[src/hdl/sfq_pkg.sv]
/*
 * shared constants, register map and carrier types for the stream queue.
 * assumes one clock domain and an AXI4-Lite register port on the top.
 */
package sfq_pkg;
  // ------------------------------------------------------------
  // payload and sideband widths
  // ------------------------------------------------------------
  localparam int SFQ_BYTES = 8;
  localparam int SFQ_DATA_W = 8 * SFQ_BYTES;
  localparam int SFQ_DEST_W = 4;
  localparam int SFQ_ID_W = 4;
  localparam int SFQ_USER_W = 8;
  localparam int SFQ_DEPTH_MIN = 16;
  localparam int SFQ_DEPTH_MAX = 131072;

  // ------------------------------------------------------------
  // register map
  // ------------------------------------------------------------
  localparam logic [7:0] SFQ_CTRL_OFS = 8'h00;
  localparam logic [7:0] SFQ_STAT_OFS = 8'h04;
  localparam logic [7:0] SFQ_DEPTH_OFS = 8'h08;
  localparam logic [7:0] SFQ_PKTS_OFS = 8'h0c;
  localparam logic [7:0] SFQ_BYTES_OFS = 8'h10;
  localparam logic [7:0] SFQ_POSN_OFS = 8'h14;
  localparam int SFQ_CTRL_FLUSH_BIT = 0;
  localparam int SFQ_CTRL_HOLD_BIT = 1;
  localparam logic SFQ_HOLD_RST = 1'h0;
  localparam int SFQ_STAT_EMPTY_BIT = 0;
  localparam int SFQ_STAT_FULL_BIT = 1;
  localparam int SFQ_STAT_LVL_LSB = 8;
  localparam logic [1:0] SFQ_RESP_OKAY = 2'h0;
  localparam logic [1:0] SFQ_RESP_SLVERR = 2'h2;

  // ------------------------------------------------------------
  // types
  // ------------------------------------------------------------
  typedef struct packed {
    logic [SFQ_DATA_W-1:0] data;
    logic [SFQ_BYTES-1:0] strb;
    logic [SFQ_BYTES-1:0] keep;
    logic last;
    logic [SFQ_DEST_W-1:0] dest;
    logic [SFQ_ID_W-1:0] id;
    logic [SFQ_USER_W-1:0] user;
  } sfq_word_s;

  typedef enum logic [1:0] {
    SFQ_WR_IDLE = 2'b01,
    SFQ_WR_RESP = 2'b10
  } sfq_wr_e;

  typedef enum logic [1:0] {
    SFQ_RD_IDLE = 2'b01,
    SFQ_RD_DATA = 2'b10
  } sfq_rd_e;

  // number of set byte qualifiers in one word
  function automatic logic [7:0] sfq_ones(input logic [SFQ_BYTES-1:0] b);
    logic [7:0] n;
    n = 8'h00;
    for (int i = 0; i < SFQ_BYTES; i++) begin
      n = n + {7'h00, b[i]};
    end
    return n;
  endfunction
endpackage

[src/hdl/sfq_queue.sv]
/*
 * stream queue top: write and read stream channels, sideband carriage,
 * occupancy count and an AXI4-Lite register slave.
 * assumes one clock for everything and synchronous stream partners.
 */
// Functional notes
// - write ready only high while a word can be accepted
// - a word moves only on an edge with valid and ready both high
// - requested depth is a word count between 16 and 128K
// - depth actually built is reported, may exceed the request
// - payload width is a whole number of bytes
// - strobe has one bit per byte, bit 0 is the lowest byte
// - keep has one bit per byte, same order; low keep marks null byte
// - packet end marker travels with its own word
// - routing field stored and passed through unchanged
// - stream identifier stored and passed through unchanged
// - user sideband stored and passed through unchanged
// - optional global reset input chosen by a build parameter
// - optional occupancy output, log2 of depth plus one bits wide
// - occupancy never shows fewer words than are stored
// - a written word shows in the occupancy one edge later
// - one common clock; block or distributed storage at build time
`timescale 1ns/10ps
module sfq_queue #(
  parameter int DEPTH = 16,
  parameter bit USE_BLOCK_RAM = 1'b0,
  parameter bit HAS_GLOBAL_RST = 1'b1,
  parameter bit HAS_COUNT = 1'b1,
  parameter bit HAS_STRB = 1'b1,
  parameter bit HAS_KEEP = 1'b1,
  parameter bit HAS_LAST = 1'b1,
  parameter bit HAS_DEST = 1'b1,
  parameter bit HAS_ID = 1'b1,
  parameter bit HAS_USER = 1'b1,
  parameter int CNT_W = $clog2(DEPTH) + 1
) (
  input wire logic aclk,
  input wire logic aresetn,
  input wire logic queue_rst_n,
  // write channel
  input wire logic s_axis_tvalid,
  output logic s_axis_tready,
  input wire logic [sfq_pkg::SFQ_DATA_W-1:0] s_axis_tdata,
  input wire logic [sfq_pkg::SFQ_BYTES-1:0] s_axis_tstrb,
  input wire logic [sfq_pkg::SFQ_BYTES-1:0] s_axis_tkeep,
  input wire logic s_axis_tlast,
  input wire logic [sfq_pkg::SFQ_DEST_W-1:0] s_axis_tdest,
  input wire logic [sfq_pkg::SFQ_ID_W-1:0] s_axis_tid,
  input wire logic [sfq_pkg::SFQ_USER_W-1:0] s_axis_tuser,
  // read channel
  output logic m_axis_tvalid,
  input wire logic m_axis_tready,
  output logic [sfq_pkg::SFQ_DATA_W-1:0] m_axis_tdata,
  output logic [sfq_pkg::SFQ_BYTES-1:0] m_axis_tstrb,
  output logic [sfq_pkg::SFQ_BYTES-1:0] m_axis_tkeep,
  output logic m_axis_tlast,
  output logic [sfq_pkg::SFQ_DEST_W-1:0] m_axis_tdest,
  output logic [sfq_pkg::SFQ_ID_W-1:0] m_axis_tid,
  output logic [sfq_pkg::SFQ_USER_W-1:0] m_axis_tuser,
  output logic [CNT_W-1:0] data_count,
  output logic [31:0] actual_depth,
  // register port
  input wire logic s_axil_awvalid,
  output logic s_axil_awready,
  input wire logic [7:0] s_axil_awaddr,
  input wire logic s_axil_wvalid,
  output logic s_axil_wready,
  input wire logic [31:0] s_axil_wdata,
  input wire logic [3:0] s_axil_wstrb,
  output logic s_axil_bvalid,
  input wire logic s_axil_bready,
  output logic [1:0] s_axil_bresp,
  input wire logic s_axil_arvalid,
  output logic s_axil_arready,
  input wire logic [7:0] s_axil_araddr,
  output logic s_axil_rvalid,
  input wire logic s_axil_rready,
  output logic [31:0] s_axil_rdata,
  output logic [1:0] s_axil_rresp
);
  // ------------------------------------------------------------
  // sizing
  // ------------------------------------------------------------
  // out-of-range requests are clamped rather than rejected
  localparam int DEPTH_C = (DEPTH < sfq_pkg::SFQ_DEPTH_MIN) ?
    sfq_pkg::SFQ_DEPTH_MIN : (DEPTH > sfq_pkg::SFQ_DEPTH_MAX) ?
    sfq_pkg::SFQ_DEPTH_MAX : DEPTH;
  localparam int MEM_D = 1 << $clog2(DEPTH_C);
  // block storage carries one more word in its output stage
  localparam int ACT_D = MEM_D + (USE_BLOCK_RAM ? 1 : 0);
  localparam int LVL_W = $clog2(MEM_D) + 2;
  localparam int WW = $bits(sfq_pkg::sfq_word_s);

  logic rst_n, flush, hold;
  logic in_ready, out_valid, in_hs, out_hs;
  logic [LVL_W-1:0] level;
  sfq_pkg::sfq_word_s in_word;
  sfq_pkg::sfq_word_s out_word;
  logic [31:0] pkt_cnt, byte_cnt, posn_cnt;

  // queue reset joins block reset and the optional global one
  assign rst_n = aresetn && (!HAS_GLOBAL_RST || queue_rst_n);

  // ------------------------------------------------------------
  // stream channels
  // ------------------------------------------------------------
  // absent fields are stored as their idle values
  always_comb begin
    in_word.data = s_axis_tdata;
    in_word.strb = HAS_STRB ? s_axis_tstrb : '1;
    in_word.keep = HAS_KEEP ? s_axis_tkeep : '1;
    in_word.last = HAS_LAST ? s_axis_tlast : 1'b0;
    in_word.dest = HAS_DEST ? s_axis_tdest : '0;
    in_word.id = HAS_ID ? s_axis_tid : '0;
    in_word.user = HAS_USER ? s_axis_tuser : '0;
  end

  // ready and valid forced low in reset and flush
  assign s_axis_tready = in_ready && rst_n && !flush;
  assign m_axis_tvalid = out_valid && rst_n && !flush && !hold;
  assign in_hs = s_axis_tvalid && s_axis_tready;
  assign out_hs = m_axis_tvalid && m_axis_tready;

  sfq_fifo #(
    .W(WW),
    .DEPTH(MEM_D),
    .OUT_REG(USE_BLOCK_RAM),
    .LVL_W(LVL_W)
  ) u_fifo (
    .clk(aclk),
    .rst_n(rst_n),
    .flush(flush),
    .in_valid(in_hs),
    .in_ready(in_ready),
    .in_data(in_word),
    .out_valid(out_valid),
    .out_ready(out_hs),
    .out_data(out_word),
    .level(level)
  );

  // outputs straight from storage flops, fields unchanged
  assign m_axis_tdata = out_word.data;
  assign m_axis_tstrb = out_word.strb;
  assign m_axis_tkeep = out_word.keep;
  assign m_axis_tlast = out_word.last;
  assign m_axis_tdest = out_word.dest;
  assign m_axis_tid = out_word.id;
  assign m_axis_tuser = out_word.user;
  assign data_count = HAS_COUNT ? CNT_W'(level) : '0;
  assign actual_depth = 32'(ACT_D);

  sfq_stats u_stats (
    .clk(aclk),
    .rst_n(rst_n),
    .beat(out_hs),
    .word(out_word),
    .pkt_cnt(pkt_cnt),
    .byte_cnt(byte_cnt),
    .posn_cnt(posn_cnt)
  );

  // ------------------------------------------------------------
  // register slave, write side
  // ------------------------------------------------------------
  sfq_pkg::sfq_wr_e wr_st;
  logic aw_got, w_got;
  logic [7:0] aw_q;
  logic [31:0] w_q;
  logic [3:0] ws_q;
  logic aw_hs, w_hs, wr_fire;
  logic [7:0] wr_addr;
  logic [31:0] wr_data;
  logic [3:0] wr_strb;

  assign s_axil_awready = (wr_st == sfq_pkg::SFQ_WR_IDLE) && !aw_got;
  assign s_axil_wready = (wr_st == sfq_pkg::SFQ_WR_IDLE) && !w_got;
  assign aw_hs = s_axil_awvalid && s_axil_awready;
  assign w_hs = s_axil_wvalid && s_axil_wready;
  // address and data may come in either order
  assign wr_fire = (wr_st == sfq_pkg::SFQ_WR_IDLE) &&
                   (aw_got || aw_hs) && (w_got || w_hs);
  assign wr_addr = aw_got ? aw_q : s_axil_awaddr;
  assign wr_data = w_got ? w_q : s_axil_wdata;
  assign wr_strb = w_got ? ws_q : s_axil_wstrb;
  assign s_axil_bvalid = wr_st == sfq_pkg::SFQ_WR_RESP;

  // write channel sequencing
  always_ff @(posedge aclk) begin
    if (!aresetn) begin
      wr_st <= sfq_pkg::SFQ_WR_IDLE;
      aw_got <= 1'b0;
      w_got <= 1'b0;
      aw_q <= 8'h00;
      w_q <= 32'h0;
      ws_q <= 4'h0;
      s_axil_bresp <= sfq_pkg::SFQ_RESP_OKAY;
    end else begin
      case (wr_st)
        sfq_pkg::SFQ_WR_IDLE: begin
          if (aw_hs) begin
            aw_got <= 1'b1;
            aw_q <= s_axil_awaddr;
          end
          if (w_hs) begin
            w_got <= 1'b1;
            w_q <= s_axil_wdata;
            ws_q <= s_axil_wstrb;
          end
          if (wr_fire) begin
            wr_st <= sfq_pkg::SFQ_WR_RESP;
            s_axil_bresp <= (wr_addr == sfq_pkg::SFQ_CTRL_OFS) ?
              sfq_pkg::SFQ_RESP_OKAY : sfq_pkg::SFQ_RESP_SLVERR;
          end
        end
        sfq_pkg::SFQ_WR_RESP: begin
          if (s_axil_bready) begin
            wr_st <= sfq_pkg::SFQ_WR_IDLE;
            aw_got <= 1'b0;
            w_got <= 1'b0;
          end
        end
        default: begin
          wr_st <= sfq_pkg::SFQ_WR_IDLE;
        end
      endcase
    end
  end

  // control: flush is a one-cycle pulse, hold stalls the read side
  always_ff @(posedge aclk) begin
    if (!aresetn) begin
      flush <= 1'b0;
      hold <= sfq_pkg::SFQ_HOLD_RST;
    end else begin
      flush <= wr_fire && wr_strb[0] &&
               (wr_addr == sfq_pkg::SFQ_CTRL_OFS) &&
               wr_data[sfq_pkg::SFQ_CTRL_FLUSH_BIT];
      if (wr_fire && wr_strb[0] && (wr_addr == sfq_pkg::SFQ_CTRL_OFS)) begin
        hold <= wr_data[sfq_pkg::SFQ_CTRL_HOLD_BIT];
      end
    end
  end

  // ------------------------------------------------------------
  // register slave, read side
  // ------------------------------------------------------------
  sfq_pkg::sfq_rd_e rd_st;
  logic [31:0] stat_word;

  assign stat_word = (32'(level) << sfq_pkg::SFQ_STAT_LVL_LSB) |
    (32'(level == LVL_W'(ACT_D)) << sfq_pkg::SFQ_STAT_FULL_BIT) |
    (32'(level == '0) << sfq_pkg::SFQ_STAT_EMPTY_BIT);
  assign s_axil_arready = rd_st == sfq_pkg::SFQ_RD_IDLE;
  assign s_axil_rvalid = rd_st == sfq_pkg::SFQ_RD_DATA;

  // read data captured at the address edge
  always_ff @(posedge aclk) begin
    if (!aresetn) begin
      rd_st <= sfq_pkg::SFQ_RD_IDLE;
      s_axil_rdata <= 32'h0;
      s_axil_rresp <= sfq_pkg::SFQ_RESP_OKAY;
    end else begin
      case (rd_st)
        sfq_pkg::SFQ_RD_IDLE: begin
          if (s_axil_arvalid) begin
            rd_st <= sfq_pkg::SFQ_RD_DATA;
            s_axil_rresp <= sfq_pkg::SFQ_RESP_OKAY;
            case (s_axil_araddr)
              sfq_pkg::SFQ_CTRL_OFS:
                s_axil_rdata <= 32'(hold) << sfq_pkg::SFQ_CTRL_HOLD_BIT;
              sfq_pkg::SFQ_STAT_OFS: s_axil_rdata <= stat_word;
              sfq_pkg::SFQ_DEPTH_OFS: s_axil_rdata <= actual_depth;
              sfq_pkg::SFQ_PKTS_OFS: s_axil_rdata <= pkt_cnt;
              sfq_pkg::SFQ_BYTES_OFS: s_axil_rdata <= byte_cnt;
              sfq_pkg::SFQ_POSN_OFS: s_axil_rdata <= posn_cnt;
              default: begin
                s_axil_rdata <= 32'h0;
                s_axil_rresp <= sfq_pkg::SFQ_RESP_SLVERR;
              end
            endcase
          end
        end
        sfq_pkg::SFQ_RD_DATA: begin
          if (s_axil_rready) begin
            rd_st <= sfq_pkg::SFQ_RD_IDLE;
          end
        end
        default: begin
          rd_st <= sfq_pkg::SFQ_RD_IDLE;
        end
      endcase
    end
  end

  // ------------------------------------------------------------
  // assertions and cover points
  // ------------------------------------------------------------
  logic [LVL_W-1:0] shadow;

  // independent word count from the port handshakes
  always_ff @(posedge aclk) begin
    if (!rst_n || flush) begin
      shadow <= '0;
    end else begin
      shadow <= shadow + LVL_W'(in_hs) - LVL_W'(out_hs);
    end
  end

  ready_has_room_a: assert property (
    @(posedge aclk) disable iff (!aresetn)
    s_axis_tready |-> level < LVL_W'(ACT_D))
    else $error("write ready while queue full");
  count_tracks_a: assert property (
    @(posedge aclk) disable iff (!aresetn)
    level == shadow)
    else $error("occupancy differs from words stored");
  count_next_edge_a: assert property (
    @(posedge aclk) disable iff (!rst_n || flush)
    in_hs && !out_hs ##1 !flush && rst_n |-> level == $past(level) + 1'b1)
    else $error("write not counted at next edge");
  count_idle_a: assert property (
    @(posedge aclk) disable iff (!aresetn)
    rst_n && !flush && !in_hs && !out_hs |=> $stable(level))
    else $error("occupancy moved without a transfer");
  reset_quiet_a: assert property (
    @(posedge aclk) disable iff (!aresetn)
    !rst_n |-> !s_axis_tready && !m_axis_tvalid)
    else $error("handshake active during reset");
  reset_empty_a: assert property (
    @(posedge aclk) disable iff (!aresetn)
    !rst_n |=> level == '0)
    else $error("queue not emptied by reset");
  valid_when_stored_a: assert property (
    @(posedge aclk) disable iff (!aresetn)
    rst_n && !flush && !hold && $past(level) != '0 && level != '0
    |-> m_axis_tvalid)
    else $error("stored word not offered");
  full_blocks_a: assert property (
    @(posedge aclk) disable iff (!aresetn)
    level == LVL_W'(ACT_D) |-> !s_axis_tready)
    else $error("write ready while full");
  out_stable_a: assert property (
    @(posedge aclk) disable iff (!rst_n || flush)
    m_axis_tvalid && !m_axis_tready && !hold ##1 !flush && rst_n
    |-> $stable(m_axis_tdata) && $stable(m_axis_tlast))
    else $error("offered word changed before transfer");
  unused_dest_a: assert property (
    @(posedge aclk) disable iff (!aresetn)
    !HAS_DEST && m_axis_tvalid |-> m_axis_tdest == '0)
    else $error("disabled routing field not idle");
  bresp_held_a: assert property (
    @(posedge aclk) disable iff (!aresetn)
    s_axil_bvalid && !s_axil_bready |=> s_axil_bvalid)
    else $error("write response dropped early");

  fill_c: cover property (
    @(posedge aclk) disable iff (!aresetn) level == LVL_W'(ACT_D));
  pkt_end_c: cover property (
    @(posedge aclk) disable iff (!aresetn) out_hs && m_axis_tlast);
  hold_fill_c: cover property (
    @(posedge aclk) disable iff (!aresetn) hold && !s_axis_tready);
  flush_c: cover property (
    @(posedge aclk) disable iff (!aresetn) flush && level != '0);
endmodule

[src/hdl/sfq_fifo.sv]
/*
 * storage of the queue: word array, pointers, optional output register.
 * assumes a synchronous active-low reset and a power-of-two depth.
 */
`timescale 1ns/10ps
module sfq_fifo #(
  parameter int W = 8,
  parameter int DEPTH = 16,
  parameter bit OUT_REG = 1'b0,
  parameter int LVL_W = 5
) (
  input wire logic clk,
  input wire logic rst_n,
  input wire logic flush,
  input wire logic in_valid,
  output logic in_ready,
  input wire logic [W-1:0] in_data,
  output logic out_valid,
  input wire logic out_ready,
  output logic [W-1:0] out_data,
  output logic [LVL_W-1:0] level
);
  localparam int AW = $clog2(DEPTH);
  logic [W-1:0] mem [DEPTH];
  logic [AW:0] wr_ptr;
  logic [AW:0] rd_ptr;
  logic mem_empty;
  logic mem_full;
  logic push;
  logic pop;
  logic mem_pop;

  // extra pointer bit tells full from empty
  assign mem_empty = wr_ptr == rd_ptr;
  assign mem_full = (wr_ptr[AW] != rd_ptr[AW]) &&
                    (wr_ptr[AW-1:0] == rd_ptr[AW-1:0]);
  assign in_ready = !mem_full;
  assign push = in_valid && in_ready;
  assign pop = out_valid && out_ready;

  // array needs no reset, so it maps onto plain memory
  always_ff @(posedge clk) begin
    if (push) begin
      mem[wr_ptr[AW-1:0]] <= in_data;
    end
  end

  // pointers
  always_ff @(posedge clk) begin
    if (!rst_n || flush) begin
      wr_ptr <= '0;
      rd_ptr <= '0;
    end else begin
      if (push) begin
        wr_ptr <= wr_ptr + 1'b1;
      end
      if (mem_pop) begin
        rd_ptr <= rd_ptr + 1'b1;
      end
    end
  end

  generate
    if (OUT_REG) begin : g_reg
      logic ovld;
      logic [W-1:0] odata;
      // prefetch into the output stage; adds one word of capacity
      assign mem_pop = !mem_empty && (!ovld || out_ready);
      always_ff @(posedge clk) begin
        if (!rst_n || flush) begin
          ovld <= 1'b0;
        end else if (mem_pop) begin
          ovld <= 1'b1;
        end else if (out_ready) begin
          ovld <= 1'b0;
        end
      end
      always_ff @(posedge clk) begin
        if (mem_pop) begin
          odata <= mem[rd_ptr[AW-1:0]];
        end
      end
      assign out_valid = ovld;
      assign out_data = odata;
    end else begin : g_dist
      assign mem_pop = pop;
      assign out_valid = !mem_empty;
      assign out_data = mem[rd_ptr[AW-1:0]];
    end
  endgenerate

  // occupancy moves the edge after the transfer
  always_ff @(posedge clk) begin
    if (!rst_n || flush) begin
      level <= '0;
    end else begin
      level <= level + LVL_W'(push) - LVL_W'(pop);
    end
  end
endmodule

[src/hdl/sfq_stats.sv]
/*
 * traffic statistics on the read channel: packets, data and position bytes.
 * assumes beat is a one-cycle transfer strobe with its word beside it.
 */
`timescale 1ns/10ps
module sfq_stats (
  input wire logic clk,
  input wire logic rst_n,
  input wire logic beat,
  input wire sfq_pkg::sfq_word_s word,
  output logic [31:0] pkt_cnt,
  output logic [31:0] byte_cnt,
  output logic [31:0] posn_cnt
);
  // counters wrap; software takes differences
  always_ff @(posedge clk) begin
    if (!rst_n) begin
      pkt_cnt <= 32'h0;
      byte_cnt <= 32'h0;
      posn_cnt <= 32'h0;
    end else if (beat) begin
      pkt_cnt <= pkt_cnt + {31'h0, word.last};
      byte_cnt <= byte_cnt +
                  {24'h0, sfq_pkg::sfq_ones(word.keep & word.strb)};
      posn_cnt <= posn_cnt +
                  {24'h0, sfq_pkg::sfq_ones(word.keep & ~word.strb)};
    end
  end
endmodule

[config.mk]
export PLATFORM = sky130hd
export DESIGN_NAME = sfq_queue
export DESIGN_NICKNAME = d
export VERILOG_FILES = /design/src/hdl/sfq_pkg.sv /design/src/hdl/sfq_queue.sv /design/src/hdl/sfq_fifo.sv /design/src/hdl/sfq_stats.sv
export SDC_FILE = /design/constraint.sdc
export NUM_CORES = 1
export LEC_CHECK = 0
export ABC_AREA = 0
export BUFFER_PORTS_ARGS = -buffer_cell sky130_fd_sc_hd__buf_2
export CAP_MARGIN = 20
export CORE_AREA = 2 2 455 277
export DETAILED_ROUTE_END_ITERATION = 6
export DIE_AREA = 0 0 457 279
export PLACE_DENSITY = 0.79
export SLEW_MARGIN = 20
export SYNTH_ARGS = -nofsm -noshare
export SYNTH_HDL_FRONTEND = slang
export SYNTH_HIERARCHICAL = 1
export SYNTH_SLANG_ARGS = --single-unit
[constraint.sdc]
create_clock -name aclk -period 15.6 [get_ports aclk]
set_input_delay 0 -clock aclk [delete_from_list [all_inputs] [get_ports aclk]]
set_output_delay 0 -clock aclk [all_outputs]
set_load 0.005 [all_outputs]
# [Word level (Yosys, flattened, before mapping)]
# Memories as Yosys holds them, arrays and structs flattened. A register that Yosys moved wholly into a read port is not among the register bits.
# Cells that the tools add are included.
[totals] register_bits=167 mem_count=1 wordCells=128 in_bits=159 ramBits=1552
[mem_list] memory="u_fifo.mem" depth=16 word_bits=97 rd=1 rd_clocked_by_memory_dff=1 wr=1 line="sfq_fifo.sv:24" rtl="logic [W-1:0] mem [DEPTH];"
[op_classes] n_reduce_logical=43 bitwise=5 muxes=21 add_sub_neg=21 n_eq_ne=19
[op_table] cell="32-bit case mux with 6 select lines" n=1
[op_table] cell="8-bit by 1-bit adder with 8-bit output" n=12
[op_table] cell="32-bit by 8-bit adder with 32-bit output" n=2
[op_table] cell="32-bit by 1-bit adder with 32-bit output" n=1
[op_table] cell="1-bit logical AND" n=20
[op_table] cell="8-bit AND" n=2
[op_table] cell="8-bit by 4-bit equality test with 1-bit output, second input constant" n=2
[op_table] cell="8-bit by 5-bit equality test with 1-bit output, second input constant" n=2
[op_table] cell="8-bit zero test" n=2
[op_table] cell="2-bit two-way mux" n=7
[op_table] cell="14-bit by 1-bit OR with 14-bit output" n=1
[op_table] cell="14-bit by 2-bit OR with 14-bit output" n=1
[op_table] cell="2-bit AND reduction" n=6
[op_table] cell="5-bit by 1-bit adder with 5-bit output, second input constant" n=2
[op_table] cell="8-bit by 3-bit equality test with 1-bit output, second input constant" n=1
[op_table] cell="4-bit two-way mux" n=2
[op_table] cell="8-bit two-way mux" n=1
[op_table] cell="2-bit != test, second input constant" n=4
[op_table] cell="8-bit inverter" n=1
[op_table] cell="2-bit case mux with 2 select lines" n=2
[op_table] cell="1-bit zero test" n=7
[op_table] cell="6-bit by 1-bit adder with 6-bit output" n=1
[op_table] cell="6-bit by 5-bit equality test with 1-bit output, second input constant" n=1
[op_table] cell="6-bit zero test" n=1
[op_table] cell="other kinds (14)" n=27

# [Logic depth before layout (Yosys ltp)]
# Gate-level depths: netlist (run 1).
[logic_depth] depth_word=10 mapped_depth=20 mapped_depth_nobuf=17

# [Cells and area by module]
# Netlist (run 1), hierarchy kept.
[modules_own_cells] module="sfq_fifo" cells_per_inst=2295 area_per_inst_um2=59384.5 n_inst=1 seq_area_each_um2=47005.1
[modules_own_cells] module="sfq_stats" cells_per_inst=548 area_per_inst_um2=4959.8 n_inst=1 seq_area_each_um2=1921.8
[modules_own_cells] module="sfq_queue" cells_per_inst=352 area_per_inst_um2=3069.2 n_inst=1 seq_area_each_um2=1061.0

# [Worst setup path after synthesis (run 1)]
# Ideal clock, no wire load.
[synth_timing] path_type="register to register" from="register u_fifo.wr_ptr[3]" to="register u_fifo.wr_ptr[4]" slack_ns=8.702 period_less_slack_ns=6.898 path_stages_with_launch=11 arrival_ns=6.548 path_buffers=2 cell_sequence="dfxtp_1 -> buf_2 -> xnor2_1 -> and4_1 -> buf_2 -> nand2_1 -> nor3b_1 -> and2_1 -> nand3_1 -> a21oi_1 -> mux2i_1"
[synth_between] elab_chain_cells=7 word_cells_on_any_way=8 classes_between="1 x add/sub; 1 x eq/ne; 6 x reduce/logical"
[synth_rtl] element="start, declared" line="sfq_fifo.sv:25" rtl="logic [AW:0] wr_ptr;"
[synth_rtl] element="start signal, assigned" line="sfq_fifo.sv:55" rtl="wr_ptr <= wr_ptr + 1'b1;"
[synth_rtl] element="4-bit equality test" line="sfq_fifo.sv:36" rtl="(wr_ptr[AW-1:0] == rd_ptr[AW-1:0]);"
[synth_rtl] element="1-bit logical AND" line="sfq_fifo.sv:35" rtl="assign mem_full = (wr_ptr[AW] != rd_ptr[AW]) &&"
[synth_rtl] element="1-bit zero test" line="sfq_fifo.sv:37" rtl="assign in_ready = !mem_full;"
[synth_rtl] element="named net in_ready" line="sfq_queue.sv:95" rtl="logic in_ready, out_valid, in_hs, out_hs;"
[synth_rtl] element="1-bit logical AND (2 in a row)" line="sfq_queue.sv:119" rtl="assign s_axis_tready = in_ready && rst_n && !flush;"
[synth_rtl] element="named net s_axis_tready" line="sfq_queue.sv:42" rtl="output logic s_axis_tready,"
[synth_rtl] element="1-bit logical AND" line="sfq_queue.sv:121" rtl="assign in_hs = s_axis_tvalid && s_axis_tready;"
[synth_rtl] element="named net in_hs" line="sfq_queue.sv:95"
[synth_rtl] element="1-bit logical AND" line="sfq_fifo.sv:38" rtl="assign push = in_valid && in_ready;"
# The timed path passes the listed nets, and every way through them passes these cells.
# A chain may end at the register's enable or synchronous reset.

==> results of run 1 <==
[worst reg2reg max path, delay by kind of cell, from the launching register on]
kind | cells | cell delay [ns]
adder cells (fa/ha/maj) | 5 | 2.10
multiplexers | 2 | 1.21
buffers and inverters | 4 | 0.99
AND/OR/NAND/NOR | 4 | 0.91
flip-flops | 1 | 0.90
AO/OA/AOI/OAI | 2 | 0.69
[registers in the layout (all words and copies together), names as in the netlist, 2 cells and up, named ones only]
signal            cells
aw_q                  8
w_q                   2
u_fifo/rd_ptr         5
wr_st                 2
u_fifo/level          6
u_stats/pkt_cnt      32
s_axil_rdata         32
u_stats/posn_cnt     32
u_fifo/mem         1552
u_fifo/wr_ptr         5
u_stats/byte_cnt     32
rd_st                 2
[cell usage after synthesis, types with 10 or more instances]
cell type,number
edfxtp_1,1552
mux4_2,485
dfxtp_1,169
nor2_1,110
nand2_1,78
clkbuf_1,69
buf_4,66
mux2i_1,50
xor2_1,50
nand4_1,40
buf_2,36
inv_1,36
xnor2_1,36
and3_1,32
a21oi_1,29
nor2b_1,29
o21ai_0,28
ha_1,25
nand3_1,25
a22o_1,20
and2_1,19
a22oi_1,14
nor3_1,14
o21ai_1,13
and4_1,11
buf_6,11
fa_1,11
nand2b_1,11
o21ai_2,10
[worst paths after layout]
| path | from | endpoint | slack, ns | depth (start not counted) |
|---|---|---|---|---|
| hold / removal | s_axil_araddr[2] | s_axil_rdata[29] | 0.09 | 5 |
| hold reg to reg | s_axil_rdata[23] | s_axil_rdata[23] | 0.44 | 2 |
| setup reg to reg | register | u_stats/posn_cnt[30] | 8.74 | 17 |
| setup / recovery | register | u_stats/posn_cnt[30] | 8.74 | 17 |
[cell usage in the layout (no fill, tap or decap), types with 12 or more instances in the layout]
cell type / instances
a21oi_1: 28
a22o_1: 20
a22oi_1: 14
and2_1: 18
and3_1: 17
and3_4: 15
buf_2: 268
buf_4: 50
bufinv_16: 12
clkbuf_1: 31
clkbuf_16: 153
clkinv_1: 33
clkinv_2: 16
conb_1: 34
dfxtp_1: 165
dlygate4sd3_1: 162
edfxtp_1: 1552
ha_1: 25
inv_1: 35
mux2i_1: 50
mux4_2: 485
nand2_1: 78
nand3_1: 25
nand4_1: 40
nor2_1: 110
nor2b_1: 29
nor3_1: 14
o21ai_0: 28
o21ai_1: 13
xnor2_1: 36
xor2_1: 50
[cells by family (layout without fill, tap and decap cells)]
logic type / Yosys count / after routing / synth area share [%]
xor gates and xnor gates: 86 / 86 / 1.12
buffers and inverters: 226 / 795 / 1.82
AOI/OAI and AO/OA: 159 / 159 / 1.60
adders and majority gates: 36 / 36 / 0.791
and+or+nand+nor: 429 / 429 / 3.55
other: 2 / 42 / 0.0111
muxes: 536 / 536 / 17.0
DFF: 1721 / 1721 / 74.2
[power groups by stage]
stage          Clock, mW  Sequential (mW)  Combinational (mW)
6_report            3.74             5.04               0.199
5_1_grt             3.97             5.03               0.217
4_1_cts             3.80             5.04               0.196
3_5_place_dp           0             5.14               0.155
3_3_place_gp           0             5.13               0.149
2_1_floorplan          0             5.14              0.0665
[routing by layer]
layer  part of all wire (%)  global-route usage (%)  wire length, um
met2                     48                    38.4            75000
met1                     40                    34.4            61900
met4                    3.1                    8.86             4770
met3                    8.5                    5.08            13200
met5                  0.034                       0               52
[cell type report]
type	count	share of cell area (%)
Clock inverter	89	1.14
Timing Repair Buffer	482	4.41
Clock buffer	188	5.20
Sequential cell	1721	65.0
Inverter	36	0.176
Multi-Input combinational cell	1280	21.4
Antenna cell	8	0.0260
Tap cell	1632	2.66
[per-stage QoR]
stage / worst slack [ns] / power [mW] / hold WS (ns) / util, % / cell area (um2)
after floorplan: 8.70 / 5.20 / 0.0989 / - / 67500
final: 8.74 / 8.97 / 0.0904 / 62.4 / 76900
after CTS: 8.67 / 9.03 / 0.0251 / 62.4 / 76800
after global routing: 8.29 / 9.22 / 0.107 / 62.4 / 76900
after global placement: 8.70 / 5.28 / 0.280 / 57.1 / 70300
after detailed placement: 8.69 / 5.29 / 0.290 / 57.1 / 70300
[repair_timing]
item                                   4_1_cts  5_1_grt
endpoints found under the hold margin     1614        0
hold buffers                               162        0
setup buffers                                0        0
resized for setup                            0        0
==> run_results.csv, run 1 <==
group,metric,value,unit
final_layout,regArea,50000,um2
logic_synthesis,synth_top_area_share,69.1,%
clock_tree,cts_buffer_depth,3,
place,dp_cells,4988,
floorplan,die_h,279,um
floorplan,initial_core_util,54.8,%
clock_tree,cts_max_level,4,
timing,rsz0062_at_grt,"no",
logic_synthesis,yosysTopAreaCell,"edfxtp_1",
route,drt-initial-drc-count,3853,
logic_synthesis,synth_edf_count,1552,
logic_synthesis,synthTopCellsByArea,"edfxtp_1, mux4_2, dfxtp_1",
route,drt-total-wl,155,mm
final_layout,multi_input_area,16400,um2
worst_setup_path,worstPathArrival,7.56,ns
floorplan,coreArea,123000,um2
final_layout,drive_gt1_share,28.6,%
route,wl_per_cell,28.5,um
grt,gr-total-overflow,0,
route,dr.pass1.iters,5,
job,maxCapViolations,0,
pwr,p_comb_share,2.2,%
timing,hold_viol,0,
worst_setup_path,critical_path_required,16.30,ns
logic_synthesis,yosysWarnings,6,
floorplan,rows,100,
timing,worst_pin_slew,1.15,ns
clock_tree,cts.sinks,1721,
worst_setup_path,worstPathMaxFanout,41,
clock_tree,cts_made_buffers,152,
pwr,swShare,20.3,%
floorplan,io_pins,336,
route,dr_total_vias,33800,
pwr,sequentialPowerShare,56.1,%
pwr,intPower,7.15,mW
worst_setup_path,critPathLaunchType,"register",
clock_tree,cts.clk_slew.worst_paths,0.06,ns
logic_synthesis,ys_seq_area_share,74.2,%
logic_synthesis,synthFlopType,"edfxtp_1",
logic_synthesis,synth_cell_types,76,
timing,fin_crit,6.86,ns
pwr,power_density,117,nW/um2
timing,drv_slew,0,
worst_setup_path,worstSetupPathType,"register to register",
pwr,peakVddDrop,0.000101,V
timing,slew_headroom,23.4,%
clock_tree,cts_root_buf,"clkbuf_16",
place,hpwl,79.1,mm
worst_setup_path,cp_num_buf_inv,4,
place,globalplace.congestion,0.805,
logic_synthesis,syn-cell-area,67400,um2
clock_tree,insertion_delay,0.78,ns
route,via_per_inst,6.21,
worst_setup_path,crit_top_cell,"fa_1",
outcome,status,"complete, no violations",
pwr,p_switching,1.82,mW
grt,grt_max_degree,92,
floorplan,fp.dieW,457,um
route,drc,0,
logic_synthesis,syn_area_per_cell,21.1,um2
final_layout,instances_no_fill,5436,
worst_setup_path,slowest_stage,"dfxtp_4",
grt,grt_pass1_wl,228,mm
grt,grt_use_total,24.4,%
final_layout,area_growth_syn_to_layout,14.1,%
clock_tree,cts_tree,"done",
worst_setup_path,path_delay_family,"adder cells",
grt,antenna_found_initial,13,
final_layout,num-nets-final,3868,
pwr,clockPowerShare,41.7,%
worst_setup_path,slowest_delay,0.90,ns
logic_synthesis,netlist_instances,3195,
logic_synthesis,synth-seq-cells,1721,
timing,setup-violations-final,0,
timing,finalSetupTns,0,ns
place,portBuffers,268,
timing,fmax,0.146,GHz
pwr,power_leakage,24.0,nW
route,drtAntennaViolNets,0,
worst_setup_path,cp_cell_sequence,"buf_4 > mux4_2 > mux4_2 > nor2b_1 > fa_1 > inv_1 > fa_1 > inv_1 > fa_1 > fa_1 > inv_1 > fa_1 > nand2b_1 > a21oi_2 > nand3_1 > or3_1 > a21oi_1",
logic_synthesis,ys_async_sr_fraction,0,%
timing,finalClockSkew,0.0295,ns
worst_hold_path,min_path_type,"primary input to register",
final_layout,nFillCells,8204,
timing,min_period_over_period,44.0,%
floorplan,dieArea,128000,um2
grt,grt_pass1_vias,34400,
worst_setup_path,endpoint_kind,"register",
Note: power is estimated with default switching activity, not from simulation.
==> run 2: changes to the inputs <==
- clock period: 15.6 -> 6.4 ns (I/O delays scaled with it)
==> run_results.csv, run 2 (same netlist as run 1, synthesis figures left out) <==
group,metric,value,unit
route,drc,0,
place,globalplace.congestion,0.846,
worst_setup_path,worstPathMaxFanout,31,
worst_setup_path,endpoint_kind,"register",
timing,min_period_over_period,87.3,%
route,wl_per_cell,28.0,um
timing,worst_pin_slew,1.14,ns
final_layout,drive_gt1_share,28.7,%
final_layout,instances_no_fill,5433,
floorplan,fp.dieW,457,um
grt,grt_pass1_vias,33500,
place,dp_cells,4994,
timing,finalClockSkew,0.0301,ns
pwr,p_comb_share,2.2,%
route,drt-initial-drc-count,3857,
worst_setup_path,worstSetupPathType,"register to register",
clock_tree,post-cts-setup-buffers,0,
pwr,power_density,283,nW/um2
worst_setup_path,path_delay_family,"adder cells",
clock_tree,cts.clk_slew.worst_paths,0.07,ns
place,place_area,70500,um2
final_layout,final_area,77000,um2
worst_setup_path,critPathLaunchType,"register",
final_layout,final_common_cell,"edfxtp_1",
clock_tree,cts_tree,"done",
clock_tree,insertion_delay,0.77,ns
final_layout,largest_register_ffs,1552,
grt,gr-total-overflow,0,
route,dr.pass1.iters,5,
pwr,p_switching,4.31,mW
outcome,status,"complete, no violations",
worst_setup_path,critical_path_required,7.03,ns
worst_setup_path,r2r_slack,0.82,ns
clock_tree,cts_max_level,4,
final_layout,area_growth_syn_to_layout,14.3,%
worst_setup_path,crit_top_cell,"fa_1",
timing,hold_viol,0,
timing,setup-violations-final,0,
floorplan,rows,100,
route,drtAntennaViolNets,0,
floorplan,coreArea,123000,um2
grt,grt_use_total,24.0,%
pwr,peakVddDrop,0.000248,V
clock_tree,cts.sinks,1721,
timing,fin_crit,5.58,ns
clock_tree,cts_root_buf,"clkbuf_16",
timing,drv_slew,0,
timing,rsz0062_at_grt,"no",
floorplan,dieArea,128000,um2
timing,hold_slack,0.0801,ns
route,dr_total_vias,33600,
worst_setup_path,slowest_delay,0.74,ns
worst_hold_path,min_path_type,"primary input to register",
timing,fmax,0.179,GHz
floorplan,io_pins,336,
worst_setup_path,slowest_stage,"dfxtp_4",
place,hpwl,78.9,mm
timing,finalSetupTns,0,ns
worst_hold_path,hold_start,"s_axil_araddr[2]",
pwr,intPower,17.5,mW
floorplan,die_h,279,um
worst_setup_path,cp_cell_sequence,"mux4_2 > mux4_2 > nor2b_1 > fa_1 > inv_1 > fa_1 > inv_1 > fa_1 > fa_1 > inv_1 > fa_1 > nand2b_1 > a2111oi_2 > nand3_1 > xor2_1 > nor2_1",
place,portBuffers,268,
clock_tree,cts_buffer_depth,3,
pwr,swShare,19.7,%
timing,slew_headroom,23.9,%
final_layout,final_cell_mix,"edfxtp_1, mux4_2, buf_2",
worst_setup_path,worstPathArrival,6.21,ns
grt,grt_pass1_wl,225,mm
clock_tree,cts_made_buffers,154,
worst_setup_path,cp_num_buf_inv,3,
route,via_per_inst,6.18,
grt,grt_max_degree,143,
job,maxCapViolations,0,
floorplan,initial_core_util,54.8,%
final_layout,num-nets-final,3871,
route,drt-total-wl,152,mm
grt,antenna_found_initial,14,
pwr,sequentialPowerShare,56.3,%
pwr,clockPowerShare,41.5,%
pwr,power_leakage,24.1,nW
-- run 2: changes by cell type in the layout (fill, tap and decap cells not counted), moves of 4 or more --
cell and delta:
inv_16 -4, dlygate4sd3_1 -4, buf_4 -8, clkinv_2 +4
buf_12 +15, inv_6 -4, clkinv_1 -8, clkinvlp_4 -4
clkbuf_16 +9
-- run 2: area by class of cell --
cell class / count / area [um2]
inverters: 36 / 135
multi-input cells: 1280 / 16400
clock inverters: 69 / 608
well taps: 1632 / 2040
fillers: 8252 / 46100
clock buffers: 202 / 4260
flip-flops and latches: 1721 / 50000
diodes: 10 / 25.0
repair buffers: 483 / 3540
-- run 2: power groups by stage --
stage                     Clock [mW]  Sequential, mW  Combinational [mW]
after detailed placement           0            12.5               0.378
after global placement             0            12.5               0.363
after global routing            9.65            12.3               0.524
final                           9.06            12.3               0.477
after floorplan                    0            12.5               0.162
after CTS                       9.22            12.3               0.476
-- run 2: worst paths after layout --
| check | endpoint | cells after the start |
|---|---|---|
| worst max-delay path | u_stats/posn_cnt[12] | 16 |
| worst min-delay path | s_axil_rdata[24] | 5 |
| worst max register to register | u_stats/posn_cnt[12] | 16 |
| worst min register to register | s_axil_rdata[29] | 2 |
-- run 2: routing by layer --
| layer | track usage, % | wire [um] | vias up |
|---|---|---|---|
| li1 | - | - | 14100 |
| met1 | 35.2 | 62800 | 17700 |
| met2 | 37.3 | 73100 | 1520 |
| met3 | 4.91 | 13000 | 203 |
| met4 | 6.59 | 3030 | 8 |
| met5 | 0 | 46 | - |
-- run 2: worst min-delay path, stage by stage --
cell and delay (ns):
buf_2 0.33, mux2i_1 0.21, nor2_1 0.09, a21oi_1 0.05
o21ai_1 0.10
-- run 2: timing repair --
item / 4_1_cts / 5_1_grt
hold buffers: 158 / 0
resized for setup: 0 / 0
endpoints found under the hold margin: 1615 / 0
-- run 2: per-stage QoR --
step                worst slack, ns  util, %  power, mW
finish                        0.815     62.6       21.8
CTS                           0.784     62.5       22.0
floorplan                     0.907        -       12.7
global route                  0.493     62.6       22.4
global placement              0.824     57.3       12.9
detailed placement            0.801     57.3       12.9
